### src/shared/rxagc_pkg.sv
// constants, types and lookup functions for the receive gain-control registers
package rxagc_pkg;
  // ***********************
  // bus geometry
  // ***********************
  localparam int ADDR_W = 10;
  localparam logic [7:0] IDX_GAIN_LOW = 8'h34;
  localparam logic [7:0] IDX_GAIN_MAIN = 8'h35;
  localparam logic [7:0] IDX_STATUS = 8'h36;
  localparam logic [1:0] RESP_OKAY = 2'h0;
  localparam logic [1:0] RESP_SLVERR = 2'h2;
  // ***********************
  // reset values and field positions
  // ***********************
  localparam logic RST_IDX_MSB = 1'h0;
  localparam logic [7:0] RST_GAIN_MAIN = 8'hec;
  localparam int LOW_IDX_BIT = 0;
  localparam int MAIN_STAGE_LSB = 6;
  localparam int MAIN_SAT_LSB = 4;
  localparam int MAIN_IDX_LSB = 2;
  localparam int MAIN_STEP_LSB = 0;
  localparam int STS_GAIN_LSB = 0;
  localparam int STS_STEP_LSB = 8;
  localparam int STS_STEP_RSV_BIT = 12;
  localparam int STS_STAGE_LSB = 16;
  // ***********************
  // codes and tables
  // ***********************
  localparam logic [1:0] STAGE_OFF = 2'h0;
  localparam logic [1:0] STAGE_SIG = 2'h1;
  localparam logic [1:0] STAGE_WAIT_SIG = 2'h2;
  localparam logic [1:0] STAGE_ALL = 2'h3;
  localparam logic [1:0] STEP_RESERVED = 2'h3;
  localparam logic [5:0] GAIN_DB_TABLE [8] = '{6'h30, 6'h2c, 6'h28, 6'h24, 6'h20, 6'h2a, 6'h26, 6'h22};
  localparam logic [2:0] STEP_DB_TABLE [4] = '{3'h2, 3'h4, 3'h6, 3'h0};

  typedef struct packed {
    logic receive_wait_stage;
    logic post_wait_signal;
    logic signal_stage;
  } rxagc_stage_t;

  typedef struct packed {
    logic [5:0] first_gain_db;
    logic [2:0] step_db;
    logic step_reserved;
    logic [1:0] saturation_count;
  } rxagc_gain_t;

  function automatic logic [ADDR_W-1:0] rxagc_addr(input logic [7:0] idx);
    rxagc_addr = {idx, 2'h0};
  endfunction

  function automatic rxagc_stage_t rxagc_stage_decode(input logic [1:0] sel);
    rxagc_stage_t s;
    s.receive_wait_stage = (sel == STAGE_WAIT_SIG) || (sel == STAGE_ALL);
    s.post_wait_signal = (sel == STAGE_ALL);
    s.signal_stage = (sel != STAGE_OFF);
    rxagc_stage_decode = s;
  endfunction
endpackage

### src/rtl/rxagc_config.sv
// receive gain-control configuration registers behind an axi4-lite slave
//
// Our own choice: the AXI4-Lite interface to the registers.
`timescale 1ns/10ps
module rxagc_config
  import rxagc_pkg::*;
(
  // clock and reset
  input wire logic aclk,
  input wire logic aresetn,
  // axi4-lite write address and data
  input wire logic [ADDR_W-1:0] awaddr,
  input wire logic awvalid,
  output logic awready,
  input wire logic [31:0] wdata,
  input wire logic [3:0] wstrb,
  input wire logic wvalid,
  output logic wready,
  // axi4-lite write response
  output logic [1:0] bresp,
  output logic bvalid,
  input wire logic bready,
  // axi4-lite read
  input wire logic [ADDR_W-1:0] araddr,
  input wire logic arvalid,
  output logic arready,
  output logic [31:0] rdata,
  output logic [1:0] rresp,
  output logic rvalid,
  input wire logic rready,
  // settings to the gain-control loop
  output logic agc_enable,
  output rxagc_stage_t stage_enable,
  output rxagc_gain_t gain_setting
);

  // ***********************
  // register state
  // ***********************
  logic idx_msb_reg;
  logic [7:0] main_reg;
  logic aw_have_reg;
  logic w_have_reg;
  logic [ADDR_W-1:0] aw_addr_reg;
  logic [7:0] w_byte_reg;
  logic w_lane_reg;
  logic awready_reg;
  logic wready_reg;
  logic bvalid_reg;
  logic [1:0] bresp_reg;
  logic arready_reg;
  logic rvalid_reg;
  logic [31:0] rdata_reg;
  logic [1:0] rresp_reg;
  logic agc_enable_reg;
  rxagc_stage_t stage_reg;
  rxagc_gain_t gain_reg;

  // ***********************
  // write channel
  // ***********************
  // address and data are taken in either order; the write lands once both are held
  wire aw_fire = awvalid && awready_reg;
  wire w_fire = wvalid && wready_reg;
  wire aw_have_now = aw_have_reg || aw_fire;
  wire w_have_now = w_have_reg || w_fire;
  wire do_write = aw_have_now && w_have_now && !bvalid_reg;
  wire [ADDR_W-1:0] wr_addr = aw_fire ? awaddr : aw_addr_reg;
  wire [7:0] wr_byte = w_fire ? wdata[7:0] : w_byte_reg;
  wire wr_lane = w_fire ? wstrb[0] : w_lane_reg;
  wire wr_hit_low = (wr_addr == rxagc_addr(IDX_GAIN_LOW));
  wire wr_hit_main = (wr_addr == rxagc_addr(IDX_GAIN_MAIN));
  wire wr_hit_sts = (wr_addr == rxagc_addr(IDX_STATUS));
  wire wr_mapped = wr_hit_low || wr_hit_main || wr_hit_sts;
  wire aw_have_next = aw_have_now && !do_write;
  wire w_have_next = w_have_now && !do_write;
  wire bvalid_next = do_write || (bvalid_reg && !bready);
  // only byte lane 0 carries register bits; upper lanes are reserved
  wire low_write = do_write && wr_hit_low && wr_lane;
  wire main_write = do_write && wr_hit_main && wr_lane;

  always_ff @(posedge aclk) begin
    if (!aresetn) begin
      aw_have_reg <= 1'b0;
      w_have_reg <= 1'b0;
      awready_reg <= 1'b0;
      wready_reg <= 1'b0;
      bvalid_reg <= 1'b0;
    end else begin
      aw_have_reg <= aw_have_next;
      w_have_reg <= w_have_next;
      awready_reg <= !aw_have_next && !bvalid_next;
      wready_reg <= !w_have_next && !bvalid_next;
      bvalid_reg <= bvalid_next;
    end
  end

  always_ff @(posedge aclk) begin
    if (!aresetn) begin
      aw_addr_reg <= '0;
      w_byte_reg <= '0;
      w_lane_reg <= 1'b0;
      bresp_reg <= RESP_OKAY;
    end else begin
      if (aw_fire) aw_addr_reg <= awaddr;
      if (w_fire) begin
        w_byte_reg <= wdata[7:0];
        w_lane_reg <= wstrb[0];
      end
      if (do_write) bresp_reg <= wr_mapped ? RESP_OKAY : RESP_SLVERR;
    end
  end

  // ***********************
  // configuration registers
  // ***********************
  always_ff @(posedge aclk) begin
    if (!aresetn) begin
      idx_msb_reg <= RST_IDX_MSB;
      main_reg <= RST_GAIN_MAIN;
    end else begin
      if (low_write) idx_msb_reg <= wr_byte[LOW_IDX_BIT];
      if (main_write) main_reg <= wr_byte;
    end
  end

  // ***********************
  // decoded settings
  // ***********************
  wire [1:0] stage_sel = main_reg[MAIN_STAGE_LSB +: 2];
  wire [1:0] sat_sel = main_reg[MAIN_SAT_LSB +: 2];
  wire [1:0] step_sel = main_reg[MAIN_STEP_LSB +: 2];
  wire [2:0] first_idx = {idx_msb_reg, main_reg[MAIN_IDX_LSB +: 2]};
  // one continuous driver for the whole settings word, fields in struct order
  wire rxagc_gain_t gain_next = {GAIN_DB_TABLE[first_idx],
    STEP_DB_TABLE[step_sel],
    (step_sel == STEP_RESERVED),
    sat_sel};
  wire rxagc_stage_t stage_next = rxagc_stage_decode(stage_sel);

  // outputs lag a register write by one cycle so that each leaves a flip-flop
  always_ff @(posedge aclk) begin
    if (!aresetn) begin
      agc_enable_reg <= 1'b0;
      stage_reg <= '0;
      gain_reg <= '0;
    end else begin
      agc_enable_reg <= (stage_sel != STAGE_OFF);
      stage_reg <= stage_next;
      gain_reg <= gain_next;
    end
  end

  // ***********************
  // read channel
  // ***********************
  wire ar_fire = arvalid && arready_reg;
  wire rd_hit_low = (araddr == rxagc_addr(IDX_GAIN_LOW));
  wire rd_hit_main = (araddr == rxagc_addr(IDX_GAIN_MAIN));
  wire rd_hit_sts = (araddr == rxagc_addr(IDX_STATUS));
  wire rd_mapped = rd_hit_low || rd_hit_main || rd_hit_sts;
  wire [31:0] low_word = 32'(idx_msb_reg) << LOW_IDX_BIT;
  wire [31:0] main_word = {24'h0, main_reg};
  wire [31:0] sts_word = (32'(gain_reg.first_gain_db) << STS_GAIN_LSB)
    | (32'(gain_reg.step_db) << STS_STEP_LSB)
    | (32'(gain_reg.step_reserved) << STS_STEP_RSV_BIT)
    | (32'(stage_reg) << STS_STAGE_LSB);
  wire [31:0] rd_word = rd_hit_low ? low_word : rd_hit_main ? main_word : rd_hit_sts ? sts_word : 32'h0;
  wire rvalid_next = ar_fire || (rvalid_reg && !rready);

  always_ff @(posedge aclk) begin
    if (!aresetn) begin
      arready_reg <= 1'b0;
      rvalid_reg <= 1'b0;
      rdata_reg <= '0;
      rresp_reg <= RESP_OKAY;
    end else begin
      arready_reg <= !rvalid_next;
      rvalid_reg <= rvalid_next;
      if (ar_fire) begin
        rdata_reg <= rd_word;
        rresp_reg <= rd_mapped ? RESP_OKAY : RESP_SLVERR;
      end
    end
  end

  // ***********************
  // outputs
  // ***********************
  assign awready = awready_reg;
  assign wready = wready_reg;
  assign bvalid = bvalid_reg;
  assign bresp = bresp_reg;
  assign arready = arready_reg;
  assign rvalid = rvalid_reg;
  assign rdata = rdata_reg;
  assign rresp = rresp_reg;
  assign agc_enable = agc_enable_reg;
  assign stage_enable = stage_reg;
  assign gain_setting = gain_reg;
endmodule // rxagc_config

### config.mk
export PLATFORM = sky130hd
export DESIGN_NAME = rxagc_config
export DESIGN_NICKNAME = d
export VERILOG_FILES = /design/src/shared/rxagc_pkg.sv /design/src/rtl/rxagc_config.sv
export SDC_FILE = /design/constraint.sdc
export NUM_CORES = 1
export LEC_CHECK = 0
export BUFFER_PORTS_ARGS = -buffer_cell sky130_fd_sc_hd__buf_2
export CORE_UTILIZATION = 47
export CTS_CLUSTER_SIZE = 8
export DETAILED_ROUTE_END_ITERATION = 12
export PLACE_DENSITY = 0.89
export SLEW_MARGIN = 20
export SYNTH_ARGS = -nofsm -noshare
export SYNTH_HDL_FRONTEND = slang
export SYNTH_SLANG_ARGS = --single-unit
### constraint.sdc
create_clock -name aclk -period 2.2 [get_ports aclk]
set_input_delay 0.11 -clock aclk [delete_from_list [all_inputs] [get_ports aclk]]
set_output_delay 0.11 -clock aclk [all_outputs]
set_load 0.02 [all_outputs]
# After elaboration in Yosys (flattened, before gate mapping)
# Memory sizes are Yosys's and may differ from the RTL's. A register that Yosys moved wholly into a read port is not among the register bits.
# Index checks and enable logic that the tools add are counted.
# totals
ff_bits	80
mem_bits_ro	48
input_bits	63
word_cells	82
memories	1
# op_classes
n_lt_le_gt_ge	1
eq_ne	9
n_mux	11
bitwise	5
reduce_logical	34
# memory_table
memory	words	word_bits	rd	rd_clocked_by_memory_dff	wr	line_no	source
(no name shown)	8	6	1	1	0	rxagc_config.sv:135	wire rxagc_gain_t gain_next = {GAIN_DB_TABLE[first_idx],
# op_table
operator	count
10-bit by 8-bit == test with 1-bit output, second input constant	6
19-bit 2-to-1 mux	3
13-bit by 19-bit OR with 19-bit output	1
1-bit logical AND	15
11-bit by 13-bit OR with 13-bit output	1
6-bit by 11-bit OR with 11-bit output	1
10-bit 2-to-1 mux	1
1-bit logical NOT	9
1-bit logical OR	9
8-bit 2-to-1 mux	1
3-bit binary-select mux with 2-bit select	1
2-bit == test, second input constant	3
3-bit 2-to-1 mux	2
2-bit 2-to-1 mux	2
3-bit NOT with 4-bit output	1
3-bit >= comparator, second input constant	1
2-bit NOT with 3-bit output	1
2-bit nonzero test	1
1-bit 2-to-1 mux	1

# Depth between registers and ports, before layout
# Gate-level depths: netlist of run 1.
# depth
word_depth	8
ltp_mapped	6

# Least setup slack after synthesis of run 1
# Ideal clock, no wire load.
# synth_path
kind	flip-flop to flip-flop
start	register wready_reg, in the netlist wready
end	register main_reg[4]
setup_time_ns	0.123
arrival_ns	1.584
setup_slack_ns	0.492
path_stages_with_launch	6
n_path_buf	0
cell_sequence	dfxtp_1 -> nand2_2 -> mux2i_1 -> a21o_2 -> nor3_4 -> mux2_1
# synth_between
elab_chain_len	6
word_cells_on_any_way	8
# synth_rtl
item	line_no	source
start, declared	rxagc_config.sv:48	logic wready_reg;
start signal, assigned	rxagc_config.sv:93	wready_reg <= !w_have_next && !bvalid_next;
1-bit logical AND (*)	rxagc_config.sv:64	wire w_fire = wvalid && wready_reg;
1-bit logical OR	rxagc_config.sv:66	wire w_have_now = w_have_reg || w_fire;
1-bit logical AND (2 in series)	rxagc_config.sv:67	wire do_write = aw_have_now && w_have_now && !bvalid_reg;
1-bit logical AND (2 in series)	rxagc_config.sv:80	wire main_write = do_write && wr_hit_main && wr_lane;
end signal, assigned	rxagc_config.sv:123	if (main_write) main_reg <= wr_byte;
end, declared	rxagc_config.sv:41	logic [7:0] main_reg;
# Every way passes the cells marked *; elsewhere a longest branch is shown, timed or not.
# A chain may end at the register's enable or synchronous reset.

# Worst setup path after layout of run 1
# layout_path
start	register awready_reg, in the netlist awready
end	register main_reg[2]
# layout_between
elab_chain_len	6
word_cells_on_any_way	8
# layout_rtl
item	line_no	source
start, declared	rxagc_config.sv:47	logic awready_reg;
start signal, assigned	rxagc_config.sv:92	awready_reg <= !aw_have_next && !bvalid_next;
1-bit logical AND (*)	rxagc_config.sv:63	wire aw_fire = awvalid && awready_reg;
parallel branches: the longest is 3 deep, another holds 10-bit 2-to-1 mux	--	
1-bit logical AND (*) (2 in series)	rxagc_config.sv:80	
# Every way passes the cells marked *.

==> results_dict.tcl, run 1 <==
set metrics [dict create \
    clock_skew_ns 0.00736 \
    ctsResizeCount 0 \
    synth_cell_types 46 \
    critPathMaxFanout 13 \
    drc_errors 0 \
    clock_latency_ns 0.34 \
    syn_area_um2 2820 \
    worst_slew_pin_slew_ns 0.698 \
    cts.clk_slew.worst_paths_ns 0.08 \
    status "completed" \
    powerDensity_nw_per_um2 742 \
    crit_type "reg -> reg" \
    wl_um 5350 \
    fp.dieH_um 79.4 \
    first_iter_violations 58 \
    max_cap_violations 0 \
    rows 27 \
    dieArea_um2 6310 \
    async_flop_share_pct 0 \
    htree_num_levels 3 \
    vias 2115 \
    grt_first_pass_wirelength_um 8560 \
    ir_drop_mv 0.343 \
    grtUsageTotal_pct 18.0 \
    syn_area_per_cell_um2 10.2 \
    antenna_cells 0 \
    portBuffers 70 \
    holdBufCountCts 0 \
    syn2layout_area_growth_pct 17.3 \
    grt_setup_unrepaired "no" \
    cts_inserted_buffers 9 \
    fin_tns_setup_ns 0 \
    finalWorstPathRequiredPeriod_ns 1.81 \
    gp_congestion 0.745 \
    crit_path_end_kind "register" \
    ys_seq_area_share_pct 45.5 \
    setup_violations 0 \
    drive_gt1_share_pct 32.5 \
    whs_ns 0.0339 \
    cts.sinks 64 \
    required_ns 2.47 \
    grt_max_degree 47 \
    hold_class "in -> reg" \
    post-route-period-util_pct 82.2 \
    cp-start-kind "register" \
    ant_nets 0 \
    ioPinCount 120 \
    hpwl_um 3880 \
    final_common_cell "buf_2" \
    finalPower_uw 2450 \
    ys_ff_latch 64 \
    cts_tree "built" \
    power.leakage_uw 0.00146 \
    final_cell_mix "buf_2 (70), dfxtp_1 (64), nand2_1 (32)" \
    cts-root-buf "clkbuf_8" \
    slew_viol_final 0 \
    syn_inst 276 \
    slew-limit-headroom_pct 53.5 \
    initial_core_util_pct 49.9 \
    grt-ovfl-total 0 \
    nFillCells 491 \
    timing_hold_violations_final 0 \
    chipWidth_um 79.4 \
    cts.path.max_buffers 2 \
    cp_data_arrival_time_ns 2.08 \
    postCtsSetupBuffers 0 \
    max_freq_mhz 553 \
    dr.pass1.iters 5 \
    first_global_vias 1933 \
    yosys_most_used_dff "dfxtp_1" \
    largest_reg_flops 14 \
    regArea_um2 1280 \
    core_um2 5640 \
    nets 415 \
    synth_edf_count 0 \
    wl_per_cell_um 12.6 \
    ys_warn_count 0 \
    multi_input_area_um2 1330 \
    grt_antenna_before_repair 0 \
    viasPerCell 5.00 \
]
-- cells in the mapped netlist (all sizes together), types with 6 or more instances --
library cell	instances	area, um2
a21oi	10	65.1
clkbuf	9	43.8
a22oi	6	45.0
and2	6	40.0
buf	27	214
a21boi	12	90.1
nand2	33	126
nor2b	22	138
ha	6	75.1
inv	6	22.5
mux2i	13	130
nor3b	6	55.1
dfxtp	64	1280
-- per-layer routing --
layer  track usage [%]  wire (um)  up-vias
met5                 0          0        -
met4              8.18         40        0
met3              5.71        238        6
met2              29.7       2660       68
met1              21.3       2400      987
li1                  -          -     1054
-- final timing paths --
path	endpoint	slack [ns]	from	cells past startpoint
setup / recovery	main_reg[2]$_SDFFE_PN1P_	0.39	awready$_SDFF_PN0_	7
hold / removal	aw_addr_reg[1]$_SDFF_PN0_	0.03	awaddr[1]	3
setup reg to reg	main_reg[2]$_SDFFE_PN1P_	0.39	awready$_SDFF_PN0_	7
hold reg to reg	wready$_SDFF_PN0_	0.44	w_have_reg$_SDFF_PN0_	1
-- metrics by stage --
stage / util [%] / worst slack (ns) / cell area, um2 / cells
3_3_place_gp: 55.1 / 0.479 / 3110 / 407
5_1_grt: 58.5 / 0.263 / 3300 / 423
6_report: 58.5 / 0.391 / 3300 / 423
4_1_cts: 58.5 / 0.387 / 3300 / 423
3_5_place_dp: 55.1 / 0.397 / 3110 / 407
2_1_floorplan: - / 0.492 / 2900 / 297
-- worst max-delay path, stage by stage, from the launching register on --
cell	delay [ns]
dfxtp_1	0.35
nand2_1	0.28
mux2i_1	0.20
buf_4	0.17
a211oi_2	0.22
buf_4	0.24
a21oi_1	0.09
a41oi_1	0.17
-- logic make-up (layout without fill, tap and decap cells) --
| group | after synthesis | after routing | synth area share (%) |
|---|---|---|---|
| other cells | 1 | 22 | 0.133 |
| mux | 14 | 14 | 5.02 |
| flops | 64 | 64 | 45.5 |
| fa+ha+maj | 6 | 6 | 2.67 |
| compound gates | 48 | 48 | 14.4 |
| simple gates | 101 | 101 | 22.3 |
| buf+inv | 42 | 96 | 9.95 |
-- layout make-up --
class / count / share of cell area (%)
multi-input cells: 191 / 40.4
well taps: 72 / 2.73
repair buffers: 74 / 11.5
flip-flops and latches: 64 / 38.8
inverters: 6 / 0.682
clock buffers: 9 / 3.75
clock inverters: 7 / 2.16
-- power breakdown --
part           internal (uW)  leakage [uW]  switching (uW)
clock network            522     0.0000916             476
registers               1200      0.000522            20.6
logic                   87.6      0.000850             150
Note: power is estimated with default switching activity, not from simulation.
==> run 2, diff against run 1 <==
ABC_AREA = 1   (was default)
CORE_UTILIZATION = 49   (was 47)
PLACE_DENSITY = 0.9   (was 0.89)
clock period = 1.7 ns   (was 2.2 ns; I/O delays follow)
==> results_dict.tcl, run 2 <==
set metrics [dict create \
    status "completed" \
    largest_reg_flops 14 \
    grt_setup_unrepaired "yes" \
    dpl_worst_slack_ns 0.112 \
    holdBufCountCts 0 \
    ir_drop_mv 0.831 \
    cp_data_arrival_time_ns 1.79 \
    synth_top_family_by_area "simple AND/OR/NAND/NOR gates" \
    cts.path.max_buffers 2 \
    synth_compound_area_share_pct 6.44 \
    synth_area_leader_cell "dfxtp_1" \
    powerDensity_nw_per_um2 990 \
    finalWorstPathRequiredPeriod_ns 1.55 \
    first_global_vias 2252 \
    htree_num_levels 3 \
    ioPinCount 120 \
    cp-start-kind "register" \
    portBuffers 70 \
    drive_gt1_share_pct 23.1 \
    ys_seq_area_share_pct 41.5 \
    drc_errors 0 \
    nets 567 \
    multi_input_area_um2 1360 \
    grtUsageTotal_pct 19.0 \
    crit_type "reg -> reg" \
    clock_skew_ns 0.00789 \
    synth-simple-area-share_pct 32.1 \
    nFillCells 527 \
    critPathMaxFanout 16 \
    syn_area_um2 3090 \
    final_cell_mix "nand2_1 (105), buf_2 (70), dfxtp_1 (64)" \
    grt_antenna_before_repair 0 \
    initial_core_util_pct 51.6 \
    post-route-period-util_pct 91.3 \
    grt-ovfl-total 0 \
    core_um2 5990 \
    cts_inserted_buffers 9 \
    finalPower_uw 3570 \
    regArea_um2 1280 \
    utilization_pct 60.1 \
    ys_warn_count 0 \
    setup_ws_ns 0.148 \
    viasPerCell 4.64 \
    cts_tree "built" \
    crit_path_end_kind "register" \
    fp.dieH_um 81.4 \
    synth-xor-area-share_pct 0 \
    fin_area_um2 3600 \
    wl_um 5930 \
    postPlaceCellArea_um2 3380 \
    antenna_cells 0 \
    slew_viol_final 0 \
    rows 28 \
    synth_cell_types 31 \
    wl_per_cell_um 10.3 \
    cts.clk_slew.worst_paths_ns 0.07 \
    vias 2677 \
    syn2layout_area_growth_pct 16.6 \
    power.leakage_uw 0.00200 \
    final_common_cell "nand2_1" \
    yosys_most_used_dff "dfxtp_1" \
    chipWidth_um 81.4 \
    dieArea_um2 6630 \
    clock_latency_ns 0.34 \
    async_flop_share_pct 0 \
    syn_area_per_cell_um2 7.25 \
    synthTopCellsByCount "nand2_1 (105), dfxtp_1 (64), inv_1 (59), nor2_1 (46), nand3_1 (36)" \
    hpwl_um 4320 \
    cts.sinks 64 \
    hold_class "in -> reg" \
    dr.pass1.iters 4 \
    syn_inst 426 \
    timing_hold_violations_final 0 \
    ant_nets 0 \
    max_cap_violations 0 \
    max_freq_mhz 645 \
    required_ns 1.93 \
    synthMuxAreaShare_pct 0.324 \
    setup_violations 0 \
    synth.top_cells.by_area "dfxtp_1 (41%), nand2_1 (13%), inv_1 (7.2%)" \
    synth_top_area_share_pct 41.5 \
    yosys.cell_count.top_type "nand2_1" \
    synth_fa_ha_area_share_pct 2.43 \
    cts-root-buf "clkbuf_8" \
    ys_ff_latch 64 \
    grt_first_pass_wirelength_um 9480 \
    gp_congestion 0.781 \
    synth_edf_count 0 \
    first_iter_violations 110 \
    grt_max_degree 43 \
    postCtsSetupBuffers 0 \
]
run 2: changes by cell type after synthesis, moves of 22 or more:
cell     delta
inv_1      +53
nor2b_1    -22
nor2_1     +41
nand3_1    +31
nand2_1    +73
run 2: cell type report:
class                   instances  share of cell area [%]
clock inverters                 6                    2.33
multi-input cells             282                    37.8
repair buffers                 79                    11.8
well taps                      75                    2.61
flip-flops and latches         64                    35.6
clock buffers                   9                    3.44
inverters                      62                    6.46
run 2: stage by stage:
step,TNS (ns),instances,hold WS [ns]
global route,-0.0133,577,0.0433
CTS,0,577,0.000756
finish,0,577,0.0147
global placement,0,562,0.358
detailed placement,0,562,0.365
floorplan,0,447,0.113
run 2: power breakdown:
part           internal [uW]  total (uW)  switching [uW]
Combinational            191         567             376
Clock                    814        1390             576
Sequential              1570        1610            35.4
Total                   2580        3570             987
run 2: worst paths after layout:
path / to / cells past startpoint / slack [ns] / from
min reg2reg: stage_enable[1]$_SDFF_PN0_ / 2 / 0.46 / main_reg[6]$_SDFFE_PN1P_
max: main_reg[1]$_SDFFE_PN0P_ / 10 / 0.15 / awready$_SDFF_PN0_
max reg2reg: main_reg[1]$_SDFFE_PN0P_ / 10 / 0.15 / awready$_SDFF_PN0_
min: w_byte_reg[1]$_SDFF_PN0_ / 3 / 0.01 / wdata[1]
run 2: timing repair:
action | 4_1_cts | 5_1_grt
endpoints found under the hold margin | 0 | 0
gates resized for setup | 0 | 3
endpoints found under the setup margin | 0 | 8
run 2: cell families (layout without fill, tap and decap cells):
logic type                 after synthesis  after routing
and+or+nand+nor                        216            216
buffers and inverters                  101            156
DFF                                     64             64
AOI/OAI and AO/OA                       37             37
adders and majority gates                6              6
other                                    1             22
muxes                                    1              1
run 2: per-layer routing:
layer / vias up / wire, um / global-route usage [%]
met2: 78 / 2860 / 32.9
met1: 1177 / 2660 / 20.9
met3: 12 / 298 / 4.33
met4: 0 / 110 / 12.1
li1: 1410 / - / -
met5: - / 0 / 0
run 2: critical path: stages, from the launching register on:
cell	delay, ns
dfxtp_1	0.44
buf_6	0.20
nand3_1	0.14
nand2_4	0.09
nand2_2	0.06
nor2_4	0.14
nand2_4	0.08
nor2_8	0.13
nand2_1	0.07
nand2_1	0.06
nor2_1	0.04
